<file path="src/design/pchr_pkg.sv">
// pchr_pkg: offsets, field layout, reset values and codes for the pci config header slice
// assumes a 32-bit apb slave with one register per aligned word
package pchr_pkg;

  // register byte offsets
  localparam logic [7:0] OFS_COMMAND_WORD  = 8'h04;
  localparam logic [7:0] OFS_CLASS_REV_ID  = 8'h08;
  localparam logic [7:0] OFS_BUS_TIMING    = 8'h0C;
  localparam logic [7:0] OFS_IO_WIN_BASE   = 8'h10;
  localparam logic [7:0] OFS_MEM_WIN_BASE  = 8'h14;
  localparam int         ADDR_W            = 8;

  // command word fields
  localparam int CMD_IO_DIS_BIT  = 0;
  localparam int CMD_MEM_EN_BIT  = 1;

  // class register fields
  localparam int            CLASS_BASE_LSB = 24;
  localparam int            CLASS_SUB_LSB  = 16;
  localparam int            CLASS_REV_LSB  = 4;
  localparam int            CLASS_STEP_LSB = 0;
  localparam logic [7:0]    BASE_CLASS_NET = 8'h02;
  localparam logic [7:0]    SUBCLASS_ETH   = 8'h00;
  // arbitrary identification values, not those of any real part
  localparam logic [3:0]    REVISION_DEF   = 4'h2;
  localparam logic [3:0]    STEPPING_DEF   = 4'h5;

  // bus timing fields
  localparam int TENURE_LSB = 8;
  localparam int LINE_LSB   = 0;

  // base register layout
  localparam int         WIN_LSB        = 7;
  localparam int         WIN_W          = 25;
  localparam int         IO_FLAG_BIT    = 0;

  // reset values
  localparam logic [1:0]       COMMAND_RST  = 2'h0;
  localparam logic [7:0]       TENURE_RST   = 8'h00;
  localparam logic [7:0]       LINE_RST     = 8'h00;
  localparam logic [WIN_W-1:0] WIN_RST      = 25'h000_0000;

  // supported line sizes in double words
  localparam logic [7:0] LINE_8DW  = 8'h08;
  localparam logic [7:0] LINE_16DW = 8'h10;
  localparam logic [7:0] LINE_32DW = 8'h20;

  // cache alignment codes driven to the master engine
  typedef enum logic [1:0] {
    PCHR_ALIGN_NONE,
    PCHR_ALIGN_8DW,
    PCHR_ALIGN_16DW,
    PCHR_ALIGN_32DW
  } pchr_align_t;

endpackage

</file>
<file path="src/design/pchr_tenure_timer.sv">
// pchr_tenure_timer: master latency timer and termination request
// assumes frame_drive/gnt_active are synchronous to pclk
`timescale 1ns/1ps
module pchr_tenure_timer #(
  parameter int CNT_W = 8
) (
  // clock and reset
  input  wire logic             pclk,
  input  wire logic             presetn,
  // programmed tenure and bus state
  input  wire logic [CNT_W-1:0] tenure_limit,
  input  wire logic             frame_drive,
  input  wire logic             gnt_active,
  // result
  output logic                  tenure_expired,
  output logic                  tenure_stop
);

  logic [CNT_W-1:0] count;
  logic [CNT_W-1:0] next_count;
  logic             next_expired;
  logic             next_stop;

  // count from frame assertion, saturate at the limit
  always_comb begin
    next_count   = '0;
    next_expired = 1'b0;
    next_stop    = 1'b0;
    if (frame_drive) begin
      if (count < tenure_limit) begin
        next_count = count + CNT_W'(1);
      end else begin
        next_count = count;
      end
      next_expired = (next_count >= tenure_limit);
      // grant gone after expiry: end the tenure now
      next_stop = next_expired && !gnt_active;
    end
  end

  // counter and result flops, cleared with the bus reset
  always_ff @(posedge pclk or negedge presetn) begin
    if (!presetn) begin
      count          <= '0;
      tenure_expired <= 1'b0;
      tenure_stop    <= 1'b0;
    end else begin
      count          <= next_count;
      tenure_expired <= next_expired;
      tenure_stop    <= next_stop;
    end
  end

endmodule

</file>
<file path="src/design/pchr_window_decode.sv">
// pchr_window_decode: matches target addresses against the io and memory windows
// assumes the address strobe is one cycle wide and synchronous to pclk
`timescale 1ns/1ps
module pchr_window_decode #(
  parameter int WIN_W = 25
) (
  // clock and reset
  input  wire logic             pclk,
  input  wire logic             presetn,
  // window setup
  input  wire logic [WIN_W-1:0] io_base,
  input  wire logic [WIN_W-1:0] mem_base,
  input  wire logic             io_decode_disable,
  input  wire logic             mem_decode_enable,
  // target request
  input  wire logic             tgt_valid,
  input  wire logic             tgt_is_io,
  input  wire logic [31:0]      tgt_addr,
  // result
  output logic                  tgt_hit_io,
  output logic                  tgt_hit_mem,
  output logic [31-WIN_W:0]     tgt_reg_ofs
);

  logic              next_hit_io;
  logic              next_hit_mem;
  logic [31-WIN_W:0] next_ofs;
  logic              base_match_io;
  logic              base_match_mem;

  // both windows cover the same register block; each has its own base, cycle type and enable
  always_comb begin
    base_match_io  = (tgt_addr[31:32-WIN_W] == io_base);
    base_match_mem = (tgt_addr[31:32-WIN_W] == mem_base);
    next_hit_io    = tgt_valid && tgt_is_io && base_match_io && !io_decode_disable;
    next_hit_mem   = tgt_valid && !tgt_is_io && base_match_mem && mem_decode_enable;
    next_ofs       = tgt_addr[31-WIN_W:0];
  end

  // result flops; a hit stands one cycle per strobe
  always_ff @(posedge pclk or negedge presetn) begin
    if (!presetn) begin
      tgt_hit_io  <= 1'b0;
      tgt_hit_mem <= 1'b0;
      tgt_reg_ofs <= '0;
    end else begin
      tgt_hit_io  <= next_hit_io;
      tgt_hit_mem <= next_hit_mem;
      tgt_reg_ofs <= next_ofs;
    end
  end

endmodule

</file>
<file path="src/design/pchr_config_regs.sv">
// pchr_config_regs: pci configuration header slice reached over apb
// assumes apb3 master on pclk, config cycles already turned into apb transfers
// assumes frame_drive and gnt_active come from the master engine on pclk
// assumes the bridge never splits a dword; there are no byte strobes
// assumes target cycles reach the decoder one address per valid strobe
//
// Implementation choice: the APB slave port.
`timescale 1ns/1ps
module pchr_config_regs #(
  parameter logic [3:0] REVISION = pchr_pkg::REVISION_DEF,
  parameter logic [3:0] STEPPING = pchr_pkg::STEPPING_DEF
) (
  // clock and reset
  input  wire logic        pclk,
  input  wire logic        presetn,
  // apb slave
  input  wire logic        psel,
  input  wire logic        penable,
  input  wire logic        pwrite,
  input  wire logic [7:0]  paddr,
  input  wire logic [31:0] pwdata,
  output logic [31:0]      prdata,
  output logic             pready,
  output logic             pslverr,
  // bus master state from the dma engine
  input  wire logic        frame_drive,
  input  wire logic        gnt_active,
  // master controls
  output logic             tenure_expired,
  output logic             tenure_stop,
  output logic [1:0]       line_align,
  // target address decode
  input  wire logic        tgt_valid,
  input  wire logic        tgt_is_io,
  input  wire logic [31:0] tgt_addr,
  output logic             tgt_hit_io,
  output logic             tgt_hit_mem,
  output logic [6:0]       tgt_reg_ofs,
  // decode enables seen by the rest of the chip
  output logic             io_decode_disable,
  output logic             mem_decode_enable
);

  // base field width, shared with the window decoder
  localparam int WIN_W = pchr_pkg::WIN_W;

  // stored register state
  logic [7:0]       bus_tenure_timer;
  logic [7:0]       line_size_dw;
  logic [WIN_W-1:0] io_window_base;
  logic [WIN_W-1:0] mem_window_base;
  logic [7:0]       next_bus_tenure_timer;
  logic [7:0]       next_line_size_dw;
  logic [WIN_W-1:0] next_io_window_base;
  logic [WIN_W-1:0] next_mem_window_base;
  logic             next_io_decode_disable;
  logic             next_mem_decode_enable;

  // bus handshake state
  logic             next_pready;
  logic             next_pslverr;
  logic [31:0]      next_prdata;
  logic             access;
  logic             commit;
  logic             mapped;
  logic [31:0]      read_mux;
  logic [31:0]      class_revision_id;
  logic [1:0]       next_line_align;
  // readable images of the stored registers
  logic [31:0]      command_word;
  logic [31:0]      bus_timing_cfg;
  logic [31:0]      io_window_word;
  logic [31:0]      mem_window_word;

  // access phase gets one wait state so read data comes from a flop
  always_comb begin
    access = psel && penable;
    commit = access && pready;
  end

  // offset decode; anything off the map answers with an error
  // an error rather than silence, so a stray dword shows up at the bridge
  always_comb begin
    case (paddr)
      pchr_pkg::OFS_COMMAND_WORD,
      pchr_pkg::OFS_CLASS_REV_ID,
      pchr_pkg::OFS_BUS_TIMING,
      pchr_pkg::OFS_IO_WIN_BASE,
      pchr_pkg::OFS_MEM_WIN_BASE: begin
        mapped = 1'b1;
      end
      default: begin
        mapped = 1'b0;
      end
    endcase
  end

  // class word is fully constant
  // revision and stepping are parameters so a respin needs no logic change
  always_comb begin
    class_revision_id = '0;
    class_revision_id[pchr_pkg::CLASS_BASE_LSB +: 8] = pchr_pkg::BASE_CLASS_NET;
    class_revision_id[pchr_pkg::CLASS_SUB_LSB +: 8]  = pchr_pkg::SUBCLASS_ETH;
    class_revision_id[pchr_pkg::CLASS_REV_LSB +: 4]  = REVISION;
    class_revision_id[pchr_pkg::CLASS_STEP_LSB +: 4] = STEPPING;
  end

  // full register images; reserved bits are tied to zero in one place
  // so the read mux cannot leak a stale field into a reserved range
  always_comb begin
    command_word    = '0;
    bus_timing_cfg  = '0;
    io_window_word  = '0;
    mem_window_word = '0;
    command_word[pchr_pkg::CMD_IO_DIS_BIT]    = io_decode_disable;
    command_word[pchr_pkg::CMD_MEM_EN_BIT]    = mem_decode_enable;
    bus_timing_cfg[pchr_pkg::TENURE_LSB +: 8] = bus_tenure_timer;
    bus_timing_cfg[pchr_pkg::LINE_LSB +: 8]   = line_size_dw;
    io_window_word[31:pchr_pkg::WIN_LSB]      = io_window_base;
    io_window_word[pchr_pkg::IO_FLAG_BIT]     = 1'b1;
    mem_window_word[31:pchr_pkg::WIN_LSB]     = mem_window_base;
  end

  // read mux; holes in the map read zero
  always_comb begin
    read_mux = '0;
    case (paddr)
      pchr_pkg::OFS_COMMAND_WORD: begin
        read_mux = command_word;
      end
      pchr_pkg::OFS_CLASS_REV_ID: begin
        read_mux = class_revision_id;
      end
      pchr_pkg::OFS_BUS_TIMING: begin
        read_mux = bus_timing_cfg;
      end
      pchr_pkg::OFS_IO_WIN_BASE: begin
        read_mux = io_window_word;
      end
      pchr_pkg::OFS_MEM_WIN_BASE: begin
        read_mux = mem_window_word;
      end
      default: begin
        read_mux = '0;
      end
    endcase
  end

  // handshake: pready rises in the second access cycle, then drops
  // writes need psel at the answer edge, so an early drop writes nothing
  always_comb begin
    next_pready  = access && !pready;
    next_pslverr = access && !pready && !mapped;
    next_prdata  = prdata;
    if (access && !pready) begin
      next_prdata = (!pwrite && mapped) ? read_mux : 32'h0000_0000;
    end else if (!psel) begin
      next_prdata = 32'h0000_0000;
    end
  end

  // answer flops; the wait state buys a registered read path
  always_ff @(posedge pclk or negedge presetn) begin
    if (!presetn) begin
      pready  <= 1'b0;
      pslverr <= 1'b0;
      prdata  <= 32'h0000_0000;
    end else begin
      pready  <= next_pready;
      pslverr <= next_pslverr;
      prdata  <= next_prdata;
    end
  end

  // register writes land on the completing edge only
  // the class word has no write path; its bits are fixed
  always_comb begin
    next_io_decode_disable = io_decode_disable;
    next_mem_decode_enable = mem_decode_enable;
    next_bus_tenure_timer  = bus_tenure_timer;
    next_line_size_dw      = line_size_dw;
    next_io_window_base    = io_window_base;
    next_mem_window_base   = mem_window_base;
    if (commit && pwrite) begin
      case (paddr)
        pchr_pkg::OFS_COMMAND_WORD: begin
          next_io_decode_disable = pwdata[pchr_pkg::CMD_IO_DIS_BIT];
          next_mem_decode_enable = pwdata[pchr_pkg::CMD_MEM_EN_BIT];
        end
        pchr_pkg::OFS_BUS_TIMING: begin
          next_bus_tenure_timer = pwdata[pchr_pkg::TENURE_LSB +: 8];
          next_line_size_dw     = pwdata[pchr_pkg::LINE_LSB +: 8];
        end
        pchr_pkg::OFS_IO_WIN_BASE: begin
          next_io_window_base = pwdata[31:pchr_pkg::WIN_LSB];
        end
        pchr_pkg::OFS_MEM_WIN_BASE: begin
          next_mem_window_base = pwdata[31:pchr_pkg::WIN_LSB];
        end
        default: begin
          // class word and holes take no write
          next_io_decode_disable = io_decode_disable;
        end
      endcase
    end
  end

  // stored fields; reset leaves both windows closed to memory cycles
  always_ff @(posedge pclk or negedge presetn) begin
    if (!presetn) begin
      io_decode_disable <= pchr_pkg::COMMAND_RST[pchr_pkg::CMD_IO_DIS_BIT];
      mem_decode_enable <= pchr_pkg::COMMAND_RST[pchr_pkg::CMD_MEM_EN_BIT];
      bus_tenure_timer  <= pchr_pkg::TENURE_RST;
      line_size_dw      <= pchr_pkg::LINE_RST;
      io_window_base    <= pchr_pkg::WIN_RST;
      mem_window_base   <= pchr_pkg::WIN_RST;
    end else begin
      io_decode_disable <= next_io_decode_disable;
      mem_decode_enable <= next_mem_decode_enable;
      bus_tenure_timer  <= next_bus_tenure_timer;
      line_size_dw      <= next_line_size_dw;
      io_window_base    <= next_io_window_base;
      mem_window_base   <= next_mem_window_base;
    end
  end

  // alignment for cache-oriented commands; odd sizes fall back to none
  // so a bad line size never makes the engine split on a wrong boundary
  always_comb begin
    case (line_size_dw)
      pchr_pkg::LINE_8DW: begin
        next_line_align = pchr_pkg::PCHR_ALIGN_8DW;
      end
      pchr_pkg::LINE_16DW: begin
        next_line_align = pchr_pkg::PCHR_ALIGN_16DW;
      end
      pchr_pkg::LINE_32DW: begin
        next_line_align = pchr_pkg::PCHR_ALIGN_32DW;
      end
      default: begin
        next_line_align = pchr_pkg::PCHR_ALIGN_NONE;
      end
    endcase
  end

  // registered so the engine sees a glitch-free alignment code
  always_ff @(posedge pclk or negedge presetn) begin
    if (!presetn) begin
      line_align <= pchr_pkg::PCHR_ALIGN_NONE;
    end else begin
      line_align <= next_line_align;
    end
  end

  // master tenure timer
  // the timer only reads the stored limit; software alone changes it
  pchr_tenure_timer #(
    .CNT_W (8)
  ) u_tenure (
    .pclk           (pclk),
    .presetn        (presetn),
    .tenure_limit   (bus_tenure_timer),
    .frame_drive    (frame_drive),
    .gnt_active     (gnt_active),
    .tenure_expired (tenure_expired),
    .tenure_stop    (tenure_stop)
  );

  // io and memory window match
  // both windows share one offset field; each has its own base and enable
  pchr_window_decode #(
    .WIN_W (WIN_W)
  ) u_decode (
    .pclk              (pclk),
    .presetn           (presetn),
    .io_base           (io_window_base),
    .mem_base          (mem_window_base),
    .io_decode_disable (io_decode_disable),
    .mem_decode_enable (mem_decode_enable),
    .tgt_valid         (tgt_valid),
    .tgt_is_io         (tgt_is_io),
    .tgt_addr          (tgt_addr),
    .tgt_hit_io        (tgt_hit_io),
    .tgt_hit_mem       (tgt_hit_mem),
    .tgt_reg_ofs       (tgt_reg_ofs)
  );

endmodule

</file>
<file path="config.mk">
export PLATFORM = sky130hd
export DESIGN_NAME = pchr_config_regs
export DESIGN_NICKNAME = d
export VERILOG_FILES = /design/src/design/pchr_pkg.sv /design/src/design/pchr_tenure_timer.sv /design/src/design/pchr_window_decode.sv /design/src/design/pchr_config_regs.sv
export SDC_FILE = /design/constraint.sdc
export NUM_CORES = 1
export LEC_CHECK = 0
export ABC_AREA = 1
export BUFFER_PORTS_ARGS = -buffer_cell sky130_fd_sc_hd__buf_2
export CORE_UTILIZATION = 55
export CTS_CLUSTER_SIZE = 40
export DETAILED_ROUTE_END_ITERATION = 7
export GPL_ROUTABILITY_DRIVEN = 0
export GPL_TIMING_DRIVEN = 0
export HOLD_SLACK_MARGIN = 0.02
export PLACE_DENSITY = 0.8
export SLEW_MARGIN = 15
export SYNTH_ARGS = -nofsm -noshare
export SYNTH_HDL_FRONTEND = slang
export SYNTH_SLANG_ARGS = --single-unit
</file>
<file path="constraint.sdc">
create_clock -name pclk -period 2.7 [get_ports pclk]
set_input_delay 0.27 -clock pclk [delete_from_list [all_inputs] [get_ports pclk]]
set_output_delay 0.27 -clock pclk [all_outputs]
set_load 0.01 [all_outputs]
</file>
==> flow_summary_export.csv <==
group,metric,value,unit
timing,maxSlewViolCount,0,
timing,fmaxAchievable,384,MHz
floorplan,core.rowCount,39,
floorplan,floorplan.core_area,11400,sq um
route,routedWlPerCell,14.8,microns
final_layout,final_net_count,1077,
route,initialDrtViolationCount,427,
logic_synthesis,syn_nets,916,
pwr,total_leakage_power,4.34,nW
cts,clock-root-buffer,"clkbuf_16",
route,route.final.wire_length,16.9,mm
pwr,pwr_density_cell,702,nW/um^2
logic_synthesis,synth.distinct_cells,32,
final_layout,sequential_cell_area,3080,sq um
cts,clk_latency,0.42,ns
pwr,intPower,3.98,mW
setup_path,worstReg2RegStart,"bus_tenure_timer[7]",
status,outcome,"completed",
logic_synthesis,synth.yosys.warnings,0,
pwr,power.share.sequential,0.347,
setup_path,critPathLaunchType,"flop",
min_path,worstHoldPathType,"primary input to flop",
setup_path,critical_path_class,"flop to flop",
floorplan,design.die.area,12100,sq um
floorplan,start_util,0.562,
cts,cts_num_sinks,123,
setup_path,critPathLaunch,"bus_tenure_timer[7]",
setup_path,critPathTopFamily,"simple AND/OR/NAND/NOR gates",
cts,cts_tree,"built",
job,max_cap_violations,0,
place,post-dp-hpwl,12.0,mm
logic_synthesis,count_of_flip_flops_with_a_built_in_enable_after_synthesis,0,
setup_path,crit_path_frequent_cell,"nand2_1",
final_layout,multi_input_area,2910,sq um
timing,fin_setup_tns,0,ns
setup_path,ordered_list_of_cells_on_the_worst_path,"inv_1 -> ha_4 -> nand2_1 -> o21a_1 -> buf_2 -> nand2_4 -> nand2_1 -> nand2_1 -> inv_1 -> ha_1 -> nand2_1 -> nor2_2 -> nand4_1 -> nand3_1 -> nand2_1 -> nor2_1",
route,dr.pass1.iters,5,
cts,ctsHtreeMaxLevel,4,
global_route,grt.total_usage,0.296,
logic_synthesis,synth-seq-area-share,0.479,
logic_synthesis,mapped_cell_area,6420,sq um
global_route,gr_peak_layer,"met2",
cts,cts-buffers-inserted,17,
final_layout,num_antenna_cells,0,
floorplan,die-height,110,microns
timing,finalHoldViolations,0,
final_layout,fillers,927,
global_route,use_met2,0.500,
global_route,first_pass_grt_wire_length,26.6,mm
route,drtAntennaViolNets,0,
route,vias,6033,
setup_path,max_stage_delay,0.38,ns
global_route,grt_use_met3,0.0553,
logic_synthesis,syn-instance-count,819,
cts,ctsLongestPathBuffers,2,
pwr,report.power.total,5.65,mW
setup_path,timing.critical_path.buf_inv,3,
global_route,groute.layer.met1.usage,0.369,
final_layout,post_route_cells_drive_above_1_share,0.215,
global_route,grt_antenna_before_repair,1,
logic_synthesis,ys_async_sr_fraction,1.00,
cts,cts.reportedPaths.clkPinSlew,0.05,ns
setup_path,worst_setup_path_end_kind,"flop",
global_route,first_global_vias,5707,
setup_path,critPathMaxFanout,9,
route,drt-vias-per-instance,5.31,
timing,layout_worst_path_cycle_share,0.964,
min_path,timing.hold.worst.start,"pwdata[3]",
pwr,power.net_switching,1.66,mW
route,remaining_drc_errors,0,
floorplan,pin_count,130,
setup_path,worst-endpoint-required,3.04,ns
timing,hold_ws,0.0894,ns
pwr,vdd.ir_drop.worst,0.000627,V
timing,period_needed,2.60,ns
global_route,pin_count_of_the_biggest_net_entering_global_routing,75,
final_layout,flow.area_growth_from_synthesis,25.2,%
logic_synthesis,ys_seq_elements,123,
logic_synthesis,synthFlopType,"dfrtp_1",
logic_synthesis,per_instance_average_area_after_synthesis,7.84,sq um
timing,finClkSkew,0.00701,ns
timing,setup_viol_count_final,0,
pwr,gate_power_share,0.234,
setup_path,slowest_stage,"dfrtp_1",
setup_path,worst_ep_arrival_time,2.94,ns
pwr,power.clock.fraction,0.418,
pwr,power.switching_fraction,0.295,
floorplan,die_x,110,microns
timing,slew_headroom,0.556,
timing,worstMarginPinSlew,0.667,ns
place,placement.io_buffers,129,
global_route,congestion_overflow_gr,0,
## cell type report
type | instances | share of cell area
clock inverter | 7 | 0.0137
sequential | 123 | 0.383
tap | 143 | 0.0222
multi-input combinational | 582 | 0.362
clock buffer | 25 | 0.0629
inverter | 87 | 0.0408
buffer | 27 | 0.0170
timing repair buffer | 142 | 0.0985
## power groups by stage
stage / registers (mW) / clock network (mW) / logic [mW]
3_5_place_dp: 1.99 / 0 / 1.15
4_1_cts: 1.96 / 2.37 / 1.21
5_1_grt: 1.97 / 2.45 / 1.51
2_1_floorplan: 1.99 / 0 / 0.800
3_3_place_gp: 1.99 / 0 / 1.10
6_report: 1.96 / 2.36 / 1.32
## state kept, by name, indices dropped and copies added (netlist names)
register and count:
u_decode.tgt_hit_io 1, pslverr 1, bus_tenure_timer 8, u_decode.tgt_reg_ofs 7, u_tenure.tenure_expired 1, prdata 32, u_decode.tgt_hit_mem 1, mem_window_base 25
u_tenure.count 8, u_tenure.tenure_stop 1, io_decode_disable 1, line_size_dw 8, mem_decode_enable 1, io_window_base 25, line_align 2, pready 1
## per-stage QoR
stage                     std cells  cell area (sq um)   util  setup WS [ns]
after global placement         1091               7250  0.635         -0.164
after CTS                      1133               7990  0.700        0.00352
after detailed placement       1092               7280  0.638        0.00722
after global routing           1136               8040  0.704        -0.0696
after floorplan                 819               6420      -          0.446
final                          1136               8040  0.704         0.0981
## repair_timing
action                                  CTS  global route
gates resized for setup                   1             6
hold endpoints to repair                 81             0
pin swaps                                 0             1
hold buffers                              9             0
buffers inserted                          0             3
endpoints found under the setup margin    2             2
## worst paths after layout
kind / end / slack [ns] / cells past startpoint
max: u_tenure.tenure_stop / 0.1 / 16
min: line_size_dw[3] / 0.09 / 3
max reg2reg: u_tenure.tenure_stop / 0.1 / 16
min reg2reg: prdata[3] / 0.47 / 2
max in group asynchronous: prdata[9] / 1.57 / 3
min in group asynchronous: prdata[30] / 0.45 / 2
## cells in the mapped netlist (5+ instances only)
master    count  area share
a21oi_1       6      0.0047
buf_2         7      0.0055
clkbuf_1     16      0.0094
dfrtp_1     123        0.48
ha_1         16       0.031
inv_1        84       0.049
nand2_1     301        0.18
nand2_2       5      0.0049
nand3_1      42       0.033
nand4_1      17       0.017
nor2_1       48       0.028
nor3_1        6      0.0047
o21ai_0      46       0.036
o21ai_1      25       0.019
o21ai_2      15       0.020
o22ai_1       7      0.0068
xnor2_1      17       0.023
xor2_1       15       0.020
## worst register-to-register path, stage by stage (launching register included)
cell and delay [ns]:
dfrtp_1 0.38, inv_1 0.10, ha_4 0.28, nand2_1 0.07
o21a_1 0.18, buf_2 0.18, nand2_4 0.12, nand2_1 0.06
nand2_1 0.09, inv_1 0.05, ha_1 0.30, nand2_1 0.11
nor2_2 0.15, nand4_1 0.10, nand3_1 0.11, nand2_1 0.08
nor2_1 0.13
## metal layers
metal,up-vias,share of wire
li1,2930,-
met1,2831,0.42
met2,230,0.49
met3,40,0.063
met4,2,0.026
met5,-,0.00089
## cell families after synthesis
logic type / count (synthesis) / share of synthesized area
compound gates: 105 / 0.0949
xor+xnor: 32 / 0.0436
buf+inv: 114 / 0.0723
simple gates: 429 / 0.279
fa+ha+maj: 16 / 0.0312
flops: 123 / 0.479
## layout by cell type (no fill, tap or decap), types with 2 or more instances in the layout
cell type,count
a21oi_1,5
a21oi_2,3
buf_2,135
buf_4,4
buf_6,4
bufinv_16,3
clkbuf_1,19
clkbuf_16,17
clkbuf_8,5
clkinv_2,5
dfrtp_1,123
dlygate4sd3_1,9
ha_1,15
inv_1,84
inv_2,2
nand2_1,299
nand2_2,6
nand2_4,2
nand3_1,42
nand4_1,17
nor2_1,47
nor2_2,4
nor2_4,3
nor3_1,5
o211ai_1,2
o21ai_0,46
o21ai_1,25
o21ai_2,15
o22ai_1,7
xnor2_1,17
xor2_1,15
No activity file was read; power rests on OpenSTA's default activity.
